**src/spitx_defines.svh**
```systemverilog
// Purpose: Offsets, field positions, resets, counts
// Assumes: Word-aligned classic Wishbone slave
// Notes:   Definitions only
`ifndef SPITX_DEFINES_SVH
`define SPITX_DEFINES_SVH
// ----------------------------------------
// Register offsets (byte addresses)
// ----------------------------------------
`define SPITX_OFS_PLAIN 8'h00
`define SPITX_OFS_CTRL  8'h04
`define SPITX_OFS_GCR   8'h08
`define SPITX_OFS_DEF   8'h0c
`define SPITX_OFS_FMT0  8'h10
`define SPITX_OFS_FMT3  8'h1c
`define SPITX_OFS_STAT  8'h20
// ----------------------------------------
// Field positions
// ----------------------------------------
`define SPITX_HOLD_BIT  28
`define SPITX_DELAY_BIT 26
`define SPITX_FSEL_LSB  24
`define SPITX_PAT_LSB   16
`define SPITX_EN_BIT    0
`define SPITX_MST_BIT   1
`define SPITX_T2C_LSB   8
`define SPITX_LEN_LSB   16
// ----------------------------------------
// Reset values and counts
// ----------------------------------------
`define SPITX_RST_WORD  32'h0000_0000
`define SPITX_MIN_GAP   9'h002
`define SPITX_HALF_BIT  8'h04
`define SPITX_FIFO_DEP  16
`endif

```
**src/spitx_pkg.sv**
```systemverilog
// Purpose: Shared types of the transmit front end
// Assumes: Included header gives the constants
// Notes:   Types only
package spitx_pkg;
	// One queued transfer
	typedef struct packed {
		logic [15:0] word;
		logic [7:0]  pattern;
		logic        hold;
		logic        delay;
		logic [1:0]  fsel;
	} spitx_entry_s;
	// One data format register
	typedef struct packed {
		logic [4:0] len;
		logic [7:0] t2c;
		logic [7:0] wdly;
	} spitx_fmt_s;
	// Transfer sequencer states
	typedef enum logic [2:0] {
		ST_IDLE  = 3'b000,
		ST_SHIFT = 3'b001,
		ST_T2C   = 3'b010,
		ST_GAP   = 3'b011,
		ST_HOLD  = 3'b100
	} spitx_state_e;
endpackage

```
**src/spitx_top.sv**
```systemverilog
// Purpose: Transmit data and control front end
// Assumes: 250 MHz clk_i, sync active-high rst_i
// Notes:   Classic Wishbone slave, 16-word queue
//
// Summary of operation
// - Word enters queue, then holding buffer, then shifter
// - Enable cleared zeroes both data fields
// - Plain writes use selected format, default 0
// - Reserved bits read zero, ignore writes
// - Select hold acts in master only
// - Hold clear: release select after delay
// - Hold set: select stays until new data
// - Delay enable acts in master only
// - No delay: select off at least three cycles
// - Delay: gap of wait delay plus three
// - Format select picks one of four
// - Control-only byte write starts nothing
// - Pattern bits drive select pins directly
// - Idle select pins show default levels
//
// The Wishbone register port and the address map were decided locally.
`timescale 1ns/1ps
`default_nettype none
`include "spitx_defines.svh"

// ----------------------------------------
// Parameterised queue
// ----------------------------------------
module spitx_fifo #(
	parameter int W = 28,
	parameter int D = 16
) (
	input  wire logic         clk_i,
	input  wire logic         rst_i,
	input  wire logic         flush_i,
	input  wire logic         in_valid_i,
	output logic              in_ready_o,
	input  wire logic [W-1:0] in_data_i,
	output logic              out_valid_o,
	input  wire logic         out_ready_i,
	output logic [W-1:0]      out_data_o
);
	localparam int AW = $clog2(D);
	// Whole queue state
	typedef struct packed {
		logic [D-1:0][W-1:0] mem;
		logic [AW-1:0]       rd;
		logic [AW-1:0]       wr;
		logic [AW:0]         cnt;
	} spitx_fq_s;
	spitx_fq_s s;
	spitx_fq_s next_s;
	logic      push;
	logic      pop;
	// Handshakes
	assign in_ready_o  = (s.cnt != (AW+1)'(D));
	assign out_valid_o = (s.cnt != '0);
	assign out_data_o  = s.mem[s.rd];
	assign push        = in_valid_i & in_ready_o;
	assign pop         = out_valid_o & out_ready_i;
	// Next state
	always_comb begin
		next_s = s;
		if (push) begin
			next_s.mem[s.wr] = in_data_i;
			next_s.wr = s.wr + 1'b1;
		end
		if (pop) begin
			next_s.rd = s.rd + 1'b1;
		end
		next_s.cnt = s.cnt + {{AW{1'b0}}, push} - {{AW{1'b0}}, pop};
		if (flush_i) begin
			next_s.rd  = '0;
			next_s.wr  = '0;
			next_s.cnt = '0;
		end
	end
	// State register
	always_ff @(posedge clk_i) begin
		if (rst_i) begin
			s <= '0;
		end else begin
			s <= next_s;
		end
	end
endmodule

// ----------------------------------------
// Front end top
// ----------------------------------------
module spitx_top
	import spitx_pkg::*;
(
	input  wire logic        clk_i,
	input  wire logic        rst_i,
	input  wire logic        cyc_i,
	input  wire logic        stb_i,
	input  wire logic        we_i,
	input  wire logic [7:0]  adr_i,
	input  wire logic [3:0]  sel_i,
	input  wire logic [31:0] dat_i,
	output logic [31:0]      dat_o,
	output logic             ack_o,
	input  wire logic        serial_clock_i,
	output logic             serial_clock_o,
	output logic             serial_clock_oe_o,
	output logic             data_out_o,
	output logic [7:0]       chip_select_pin_o,
	output logic [7:0]       chip_select_oe_o
);
	// Whole block state
	typedef struct packed {
		logic                  ack;
		logic [31:0]           rdat;
		logic                  enable;
		logic                  master;
		logic [7:0]            def_lvls;
		logic [3:0][20:0]      fmts;
		logic                  hold;
		logic                  delay;
		logic [1:0]            fsel;
		logic [7:0]            pattern;
		logic [15:0]           plain_word;
		logic [15:0]           ctrl_word;
		logic                  buf_full;
		spitx_entry_s          hbuf;
		spitx_entry_s          cur;
		logic [15:0]           sh;
		spitx_state_e          st;
		logic [8:0]            cnt;
		logic [4:0]            bits;
		logic                  sclk;
		logic                  dout;
		logic [7:0]            cs;
		logic                  lk1;
		logic                  lk2;
		logic                  lk3;
	} spitx_top_s;
	spitx_top_s   s;
	spitx_top_s   next_s;
	// Bus and queue wires
	logic         req;
	logic         dwr;
	logic         q_ready;
	logic         q_valid;
	logic         q_out_valid;
	logic         q_take;
	spitx_entry_s q_in;
	spitx_entry_s q_out;
	spitx_fmt_s   f;
	logic [15:0]  merged;
	logic         lk_rise;

	// Byte-lane merge of a data half
	function automatic logic [15:0] lane_merge(
		input logic [15:0] old_v,
		input logic [31:0] wd,
		input logic [3:0]  sel
	);
		lane_merge = {sel[1] ? wd[15:8] : old_v[15:8],
			sel[0] ? wd[7:0] : old_v[7:0]};
	endfunction

	// Character length, zero meaning sixteen
	function automatic logic [4:0] char_len(input spitx_fmt_s fm);
		char_len = (fm.len == 5'h00 || fm.len > 5'h10) ? 5'h10 : fm.len;
	endfunction

	// ----------------------------------------
	// Bus decode and queue feed
	// ----------------------------------------
	assign req = cyc_i & stb_i & ~s.ack;
	// Data half touched on a data register
	assign dwr = req & we_i & (sel_i[1] | sel_i[0]) &
		(adr_i == `SPITX_OFS_PLAIN || adr_i == `SPITX_OFS_CTRL);
	assign q_valid = dwr & s.enable;
	// Merged data for whichever register
	assign merged = (adr_i == `SPITX_OFS_PLAIN) ?
		lane_merge(s.plain_word, dat_i, sel_i) :
		lane_merge(s.ctrl_word, dat_i, sel_i);
	// Entry carries control after this write
	always_comb begin
		q_in.word    = merged;
		q_in.hold    = s.hold;
		q_in.delay   = s.delay;
		q_in.fsel    = s.fsel;
		q_in.pattern = s.pattern;
		if (adr_i == `SPITX_OFS_CTRL) begin
			if (sel_i[3]) begin
				q_in.hold  = dat_i[`SPITX_HOLD_BIT];
				q_in.delay = dat_i[`SPITX_DELAY_BIT];
				q_in.fsel  = dat_i[`SPITX_FSEL_LSB +: 2];
			end
			if (sel_i[2]) begin
				q_in.pattern = dat_i[`SPITX_PAT_LSB +: 8];
			end
		end
	end

	// Queue in front of the holding buffer
	spitx_fifo #(
		.W ($bits(spitx_entry_s)),
		.D (`SPITX_FIFO_DEP)
	) u_fifo (
		.clk_i       (clk_i),
		.rst_i       (rst_i),
		.flush_i     (~s.enable),
		.in_valid_i  (q_valid),
		.in_ready_o  (q_ready),
		.in_data_i   (q_in),
		.out_valid_o (q_out_valid),
		.out_ready_i (~s.buf_full & s.enable),
		.out_data_o  (q_out)
	);
	assign q_take = q_out_valid & ~s.buf_full & s.enable;
	// Format of the active transfer
	assign f = s.fmts[s.cur.fsel];
	// Rising edge of the synchronised link clock
	assign lk_rise = s.lk2 & ~s.lk3;

	// ----------------------------------------
	// Next state
	// ----------------------------------------
	always_comb begin
		next_s     = s;
		next_s.ack = 1'b0;
		// Link clock synchroniser
		next_s.lk1 = serial_clock_i;
		next_s.lk2 = s.lk1;
		next_s.lk3 = s.lk2;
		// Bus access; data writes wait for room
		if (req && (!q_valid || q_ready)) begin
			next_s.ack  = 1'b1;
			next_s.rdat = '0;
			if (we_i) begin
				case (adr_i)
					`SPITX_OFS_PLAIN: begin
						next_s.plain_word = merged;
					end
					`SPITX_OFS_CTRL: begin
						next_s.ctrl_word = merged;
						next_s.hold      = q_in.hold;
						next_s.delay     = q_in.delay;
						next_s.fsel      = q_in.fsel;
						next_s.pattern   = q_in.pattern;
					end
					`SPITX_OFS_GCR: begin
						if (sel_i[0]) begin
							next_s.enable = dat_i[`SPITX_EN_BIT];
							next_s.master = dat_i[`SPITX_MST_BIT];
						end
					end
					`SPITX_OFS_DEF: begin
						if (sel_i[0]) begin
							next_s.def_lvls = dat_i[7:0];
						end
					end
					default: begin
						// Format registers, rest ignored
						if (adr_i >= `SPITX_OFS_FMT0 &&
							adr_i <= `SPITX_OFS_FMT3) begin
							next_s.fmts[adr_i[3:2]] = dat_i[20:0];
						end
					end
				endcase
			end else begin
				case (adr_i)
					`SPITX_OFS_PLAIN: begin
						next_s.rdat = {16'h0000, s.plain_word};
					end
					`SPITX_OFS_CTRL: begin
						next_s.rdat = {3'h0, s.hold, 1'b0, s.delay,
							s.fsel, s.pattern, s.ctrl_word};
					end
					`SPITX_OFS_GCR: begin
						next_s.rdat = {30'h0, s.master, s.enable};
					end
					`SPITX_OFS_DEF: begin
						next_s.rdat = {24'h0, s.def_lvls};
					end
					`SPITX_OFS_STAT: begin
						next_s.rdat = {27'h0, s.st, s.buf_full, q_out_valid};
					end
					default: begin
						if (adr_i >= `SPITX_OFS_FMT0 &&
							adr_i <= `SPITX_OFS_FMT3) begin
							next_s.rdat = {11'h0, s.fmts[adr_i[3:2]]};
						end
					end
				endcase
			end
		end
		// Queue head into holding buffer
		if (q_take) begin
			next_s.hbuf     = q_out;
			next_s.buf_full = 1'b1;
		end
		// Transfer sequencer
		case (s.st)
			ST_IDLE, ST_HOLD: begin
				// Shifter empty: take buffered word at once
				if (s.buf_full) begin
					next_s.buf_full = 1'b0;
					next_s.cur      = s.hbuf;
					next_s.sh       = s.hbuf.word <<
						(5'h10 - char_len(s.fmts[s.hbuf.fsel]));
					next_s.bits     = char_len(s.fmts[s.hbuf.fsel]);
					next_s.cnt      = {1'b0, `SPITX_HALF_BIT};
					next_s.sclk     = 1'b0;
					next_s.st       = ST_SHIFT;
					next_s.cs       = s.hbuf.pattern;
				end else if (s.st == ST_IDLE) begin
					next_s.cs = s.def_lvls;
				end
			end
			ST_SHIFT: begin
				next_s.dout = s.sh[15];
				if (s.master) begin
					// Own serial clock from a divider
					if (s.cnt == 9'h000) begin
						next_s.cnt  = {1'b0, `SPITX_HALF_BIT};
						next_s.sclk = ~s.sclk;
						if (s.sclk) begin
							next_s.sh   = {s.sh[14:0], 1'b0};
							next_s.bits = s.bits - 5'h01;
						end
					end else begin
						next_s.cnt = s.cnt - 9'h001;
					end
				end else if (lk_rise) begin
					// Partner clock paces the shifter
					next_s.sh   = {s.sh[14:0], 1'b0};
					next_s.bits = s.bits - 5'h01;
				end
				// Last bit done
				if (s.bits == 5'h00) begin
					next_s.sclk = 1'b0;
					if (!s.master) begin
						next_s.st = ST_IDLE;
					end else if (s.cur.hold) begin
						next_s.st = ST_HOLD;
					end else begin
						next_s.st  = ST_T2C;
						next_s.cnt = {1'b0, f.t2c};
					end
				end
			end
			ST_T2C: begin
				// Select stays until end delay passes
				if (s.cnt == 9'h000) begin
					next_s.st  = ST_GAP;
					next_s.cs  = s.def_lvls;
					next_s.cnt = s.cur.delay ?
						({1'b0, f.wdly} + `SPITX_MIN_GAP - 9'h001) :
						(`SPITX_MIN_GAP - 9'h001);
				end else begin
					next_s.cnt = s.cnt - 9'h001;
				end
			end
			ST_GAP: begin
				// Select released, no new start yet
				if (s.cnt == 9'h000) begin
					next_s.st = ST_IDLE;
				end else begin
					next_s.cnt = s.cnt - 9'h001;
				end
			end
			default: begin
				next_s.st = ST_IDLE;
			end
		endcase
		// Disabled: clear data fields and traffic
		if (!s.enable) begin
			next_s.plain_word = '0;
			next_s.ctrl_word  = '0;
			next_s.buf_full   = 1'b0;
			next_s.st         = ST_IDLE;
			next_s.sclk       = 1'b0;
			next_s.cs         = s.def_lvls;
		end
	end

	// ----------------------------------------
	// State register
	// ----------------------------------------
	always_ff @(posedge clk_i) begin
		if (rst_i) begin
			s    <= '0;
			s.st <= ST_IDLE;
		end else begin
			s <= next_s;
		end
	end

	// ----------------------------------------
	// Outputs, all from flops
	// ----------------------------------------
	assign ack_o             = s.ack;
	assign dat_o             = s.rdat;
	assign serial_clock_o    = s.sclk;
	assign serial_clock_oe_o = s.master;
	assign data_out_o        = s.dout;
	assign chip_select_pin_o = s.cs;
	assign chip_select_oe_o  = {8{s.master}};
endmodule
`default_nettype wire

```
**config.mk**
```make
export PLATFORM = sky130hd
export DESIGN_NAME = spitx_top
export DESIGN_NICKNAME = d
export VERILOG_FILES = /design/src/spitx_pkg.sv /design/src/spitx_top.sv
export VERILOG_INCLUDE_DIRS = /design/src
export SDC_FILE = /design/constraint.sdc
export NUM_CORES = 2
export LEC_CHECK = 0
export ABC_CLOCK_PERIOD_IN_PS = 8000
export BUFFER_PORTS_ARGS = -buffer_cell sky130_fd_sc_hd__buf_2
export CAP_MARGIN = 20
export CORE_MARGIN = 5
export CORE_UTILIZATION = 45
export CTS_CLUSTER_SIZE = 8
export DETAILED_ROUTE_END_ITERATION = 16
export SYNTH_ARGS = -nofsm -noshare
export SYNTH_HDL_FRONTEND = slang
export SYNTH_SLANG_ARGS = --single-unit
```
**constraint.sdc**
```tcl
create_clock -name clk_i -period 8 [get_ports clk_i]
set_clock_uncertainty 0.15 [all_clocks]
set_input_delay 0.8 -clock clk_i [delete_from_list [all_inputs] [get_ports clk_i]]
set_output_delay 0.8 -clock clk_i [all_outputs]
set_load 0.01 [all_outputs]
```
Yosys cells after proc, flatten, opt, wreduce, memory -nomap -nowiden --
Cells that the tools add are included.
Operators by class: muxes and demuxes 72, reductions and logical operators 30, bitwise gates (word level) 19, add/subtract/negate cells 9, $lt $le $gt $ge 10, equality and inequality tests 22, shift operators 1
Operator list (count):
- $bwmux W448 | 1
- $mux W171 | 1
- $mux W84 | 2
- $pmux W29 S5 | 1
- $mux W138 | 1
- $mux W16 | 8
- $bmux W21 S2 | 3
- $bmux W28 S4 | 1
- $demux W28 S4 | 1
- $mux W8 | 11
- $bwmux W84 | 1
- $mux W21 | 4
- $mux W9 | 7
- $mux W29 | 2
- $mux W28 | 2
- $demux W21 S2 | 1
- $mux W12 | 3
- $pmux W9 S4 | 1
- $mux W34 | 1
- $pmux W16 S2 | 1
- $mux W5 | 4
- $reduce_and A4 Y1 | 5
- $ne A3 B3 Y1 const B | 6
- $sub A9 B1 Y9 const B | 2
- 50 further kinds | 93
Storage, ports and cells: bits of input ports 50, logic and storage cells 216, output and inout bits 52, register bits after elaboration 711

Depth between registers and ports, before layout --
depth in word-level cells 10, gate-level depth with buffers 18

Modules after synthesis --
Synthesis repeated with hierarchy kept, for this count alone.
Second synthesis, totals: cell total of the unflattened synthesis 3748, area total of the unflattened synthesis 33611.0 um^2
Modules (own cells, without submodules):
- spitx_fifo | cells an instance 2223, sequential area each 9228.9 um^2, times used 1, area each 20085.5 um^2
- spitx_top | cells an instance 1525, sequential area each 4924.7 um^2, times used 1, area each 13525.5 um^2

Least setup slack after synthesis --
No wires, ideal clock.
path type register -> register, start point register s[74] (netlist bit), end point register s[36] (netlist bit), stages on the path, launching flop included 18, setup time 0.123 ns, path slack 3.477 ns, arrival 4.251 ns, clock period less this slack 4.523 ns, cells stage by stage dfxtp_1 buf_6 mux4_2 or4_4 ha_1 nor2b_1 a22o_2 inv_4 buf_6 ha_1 inv_1 and3_1 or2_1 buf_4 buf_2 mux2_1 a221oi_1 nor2_1
On the way: cells in the longest elaborated chain, start to end 9, elaborated cells on any way between the ends 10, classes of those cells add/sub: 1; order compare: 1; shift: 1; mux: 5; reduce/logical: 2
RTL lines:
- start: declaration | line spitx_top.sv:139 | spitx_top_s s;
- start signal: assignment | line spitx_top.sv:391 | s <= next_s;
- $bmux W21 S2 * | line spitx_top.sv:306 | (5'h10 - char_len(s.fmts[s.hbuf.fsel]));
- $mux W21 (not written as such) * | line spitx_top.sv:306
- $gt A5 B5 Y1 or $logic_not A5 Y1 (tied branches) | line spitx_top.sv:166 | char_len = (fm.len == 5'h00 || fm.len > 5'h10) ? 5'h10 : fm.len;
- $logic_or A1 B1 Y1 | line spitx_top.sv:166
- $mux W5 * | line spitx_top.sv:166
- $sub A5 B5 Y5 * | line spitx_top.sv:306
- $shl A16 B5 Y16 * | line spitx_top.sv:305 | next_s.sh = s.hbuf.word <<
- $mux W34 * | line spitx_top.sv:302 | if (s.buf_full) begin
- $pmux W16 S2 * | line spitx_top.sv:299 | case (s.st)
Mark *: on every way between the ends. The rest lies on a longest branch, timed or not. The select of a mux whose other input is x is not followed. A chain may end at the register's enable or synchronous reset.

Worst setup path after layout --
start point register s[74] (netlist bit), end point register s[45] (netlist bit)
The elaborated chain is that of the path after synthesis.

==> summary.txt <==
clock latency on the worst-skew pair -> 0.64 ns
max-slew violations -> 0
Layout area overhead -> 9.46%
post-route DRC violation count -> 0
Ys Warns -> 0
gr ovfl total -> 0
status -> finished, final reports clean
switching pwr -> 1.61 mW
RSZ-0062 raised after global routing -> false
filler instances -> 6672
dpl hpwl -> 56800 microns
Simple-Gate Fraction of Synth Area -> 15.9%
Seq/Total Area, Yosys -> 43.9%
DIE AREA -> 77200 sq um
Final GP Congestion -> 0.813
Synth Flop Type -> dfxtp_1
CTS resizes -> 0
pwr/cell area -> 208 nW/um^2
final setup violation count -> 0
Yosys reg bits -> 707
crit end category -> flop
sw frac -> 21.9%
Max Clk Rate -> 0.188 GHz
Worst slew margin -> 24.1%
Starting Density -> 45.2%
Antenna Violating Nets Remaining -> 0
Hold Slack -> 0.267 ns
core box area -> 71400 sq um
CTS Buffer Depth -> 3
initial antenna violation count -> 2
WP data required -> 8.41 ns
Post-Syn Area -> 32300 sq um
setup_tns -> 0 ns
leakage -> 11.9 nW
gr usage total -> 23.0%
Final Cell Area -> 35300 sq um
internal power -> 5.73 mW
combinational power share -> 2.2%
nets -> 3476
leading area contributor after synthesis -> dfxtp_1
htree depth -> 3
Tightest Pin Transition -> 1.14 ns
fin crit share -> 66.6%
largest net degree at the start of global routing -> 212
die height -> 278 microns
max-cap violation count -> 0
worst-path fanout max -> 19
wirelength, routed -> 92200 microns
routed len/inst -> 21.1 microns
Post-Synth XOR/XNOR Area -> 0.516%
router iterations before antenna repair -> 6
Sequential Power Share -> 48.1%
Reg clk slew, reported paths -> 0.05 ns
Post-CTS Setup Repair Bufs -> 0
mux cell area share after synthesis -> 19.2%
largest family of logic cells by synthesized area -> multiplexers
Clock Root Buffer -> clkbuf_16
final total power -> 7.34 mW
number of port buffers -> 93
Fin. Hold Viols -> 0
first-pass GRT wire length -> 142000 microns
DRT iter0 DRCs -> 2162
Crit Path Category -> flop to flop
Worst Path Arrival -> 5.74 ns
footprint of the multi-input gates -> 16400 sq um
FF/Latch Area -> 14200 sq um
Final WS setup -> 2.67 ns
syn avg cell area -> 9.13 sq um
share of cells above drive strength 1 -> 14.3%
Adder-Cell Fraction of Synth Area -> 0.721%
CTS hold repair buffers -> 0
Setup Slack @ Placement -> 2.70 ns
startpoint type of the worst setup path -> flop
Peak VDD IR -> 180 uV
share of synthesized registers carrying an async set or reset -> 0%
Synth top area share -> 43.9%
Post-synth EDFFs -> 0
CTS tree -> built
width of the die -> 278 microns
synth top area cells -> dfxtp_1 44%, mux4_2 13%, nand2_1 7.8%
I/O pin total -> 102
Vias/cell -> 5.75
clock share of power -> 49.7%
Synth Instances -> 3534
post-synthesis compound-gate area fraction -> 14.3%
number of global-route vias before repair -> 23872
synth unique cells -> 77
dpl cell area -> 32800 sq um
commonest cells in the netlist -> 707 x dfxtp_1, 673 x nand2_1, 423 x nor2_1
clk sinks -> 707
Vias -> 25120
TritonCTS Buffers -> 98
row cnt -> 98
hold crit path type -> input port to flop
Final min period -> 5.33 ns
most frequent cell after synthesis -> dfxtp_1
[registers in the layout (all words and copies together) (netlist names)]
signal	cells
serial_clock_o	1
serial_clock_oe_o	1
s	204
ack_o	1
u_fifo.s	461
data_out_o	1
next_s	2
chip_select_pin_o	8
dat_o	28
[final timing paths]
check / from / end / slack, ns / depth (start not counted)
worst min register to register: next_s[1] / next_s[0] / 0.28 / 1
worst max-delay path: s[74] / s[45] / 2.67 / 13
worst min-delay path: serial_clock_i / next_s[1] / 0.27 / 2
worst max register to register: s[74] / s[45] / 2.67 / 13
[layout by cell type, fill, tap and decap left out, types with 4 or more instances in the layout]
cell	instances
clkbuf_16	99
a221oi_1	6
a21oi_1	373
nand4_1	8
xor2_1	8
and3_2	16
conb_1	4
o31ai_1	4
mux4_2	193
nand3b_1	6
a31oi_1	11
buf_2	92
nand2b_1	9
mux2_2	5
o21ai_1	20
ha_1	17
inv_1	24
nor2_1	423
a211oi_1	220
o21ai_0	48
nand3_1	36
nor3b_1	8
buf_4	52
xnor2_1	11
dfxtp_1	703
nor2b_1	10
and2_1	7
nand2_1	673
mux2i_1	176
a22oi_1	30
o2111ai_1	4
and3_1	15
a311oi_1	5
nor3_1	15
[power by group through the flow]
stage,combinational [mW],sequential [mW],clock (mW)
after floorplan,0.0970,3.60,0
after global placement,0.163,3.60,0
after detailed placement,0.162,3.60,0
after CTS,0.162,3.53,3.71
after global routing,0.174,3.52,3.86
final,0.164,3.53,3.65
[critical path, cell delays in order, from the launching register on]
cell	delay, ns
dfxtp_1	0.65
mux4_2	0.65
or4_4	0.57
ha_1	0.36
nor2b_1	0.08
a22o_2	0.34
inv_4	0.25
ha_1	0.34
inv_1	0.11
a21oi_1	0.20
or2_1	0.55
mux4_2	0.59
mux2_2	0.28
o21ai_1	0.12
[stage by stage]
step / util, % / instances
after global routing: 49.5 / 4365
after CTS: 49.5 / 4365
after global placement: 45.9 / 4256
after detailed placement: 45.9 / 4258
after floorplan: - / 3537
final: 49.5 / 4366
[cells by family (layout without fill, tap and decap cells)]
logic type / after synthesis / in the layout
AO/OA/AOI/OAI: 754 / 754
XOR/XNOR: 19 / 19
adder cells (fa/ha/maj): 18 / 18
buffers and inverters: 402 / 280
flip-flops: 707 / 707
multiplexers: 378 / 378
other: 1 / 5
AND/OR/NAND/NOR: 1255 / 1255
[metal layers]
| layer | vias up | track usage (%) | part of all wire [%] |
|---|---|---|---|
| li1 | 12086 | - | - |
| met1 | 12150 | 30.7 | 43 |
| met2 | 710 | 37.8 | 47 |
| met3 | 172 | 3.92 | 5.6 |
| met4 | 2 | 8.55 | 3.8 |
| met5 | - | 0 | 0.0098 |
[final cells by class]
type,count,share of cell area [%]
well taps,950,3.36
inverters,26,0.283
multi-input cells,2428,46.4
repair buffers,147,2.54
flip-flops and latches,707,40.1
clock inverters,5,0.234
diodes,1,0.00708
clock buffers,102,7.04
(Power assumes the default switching activity.)
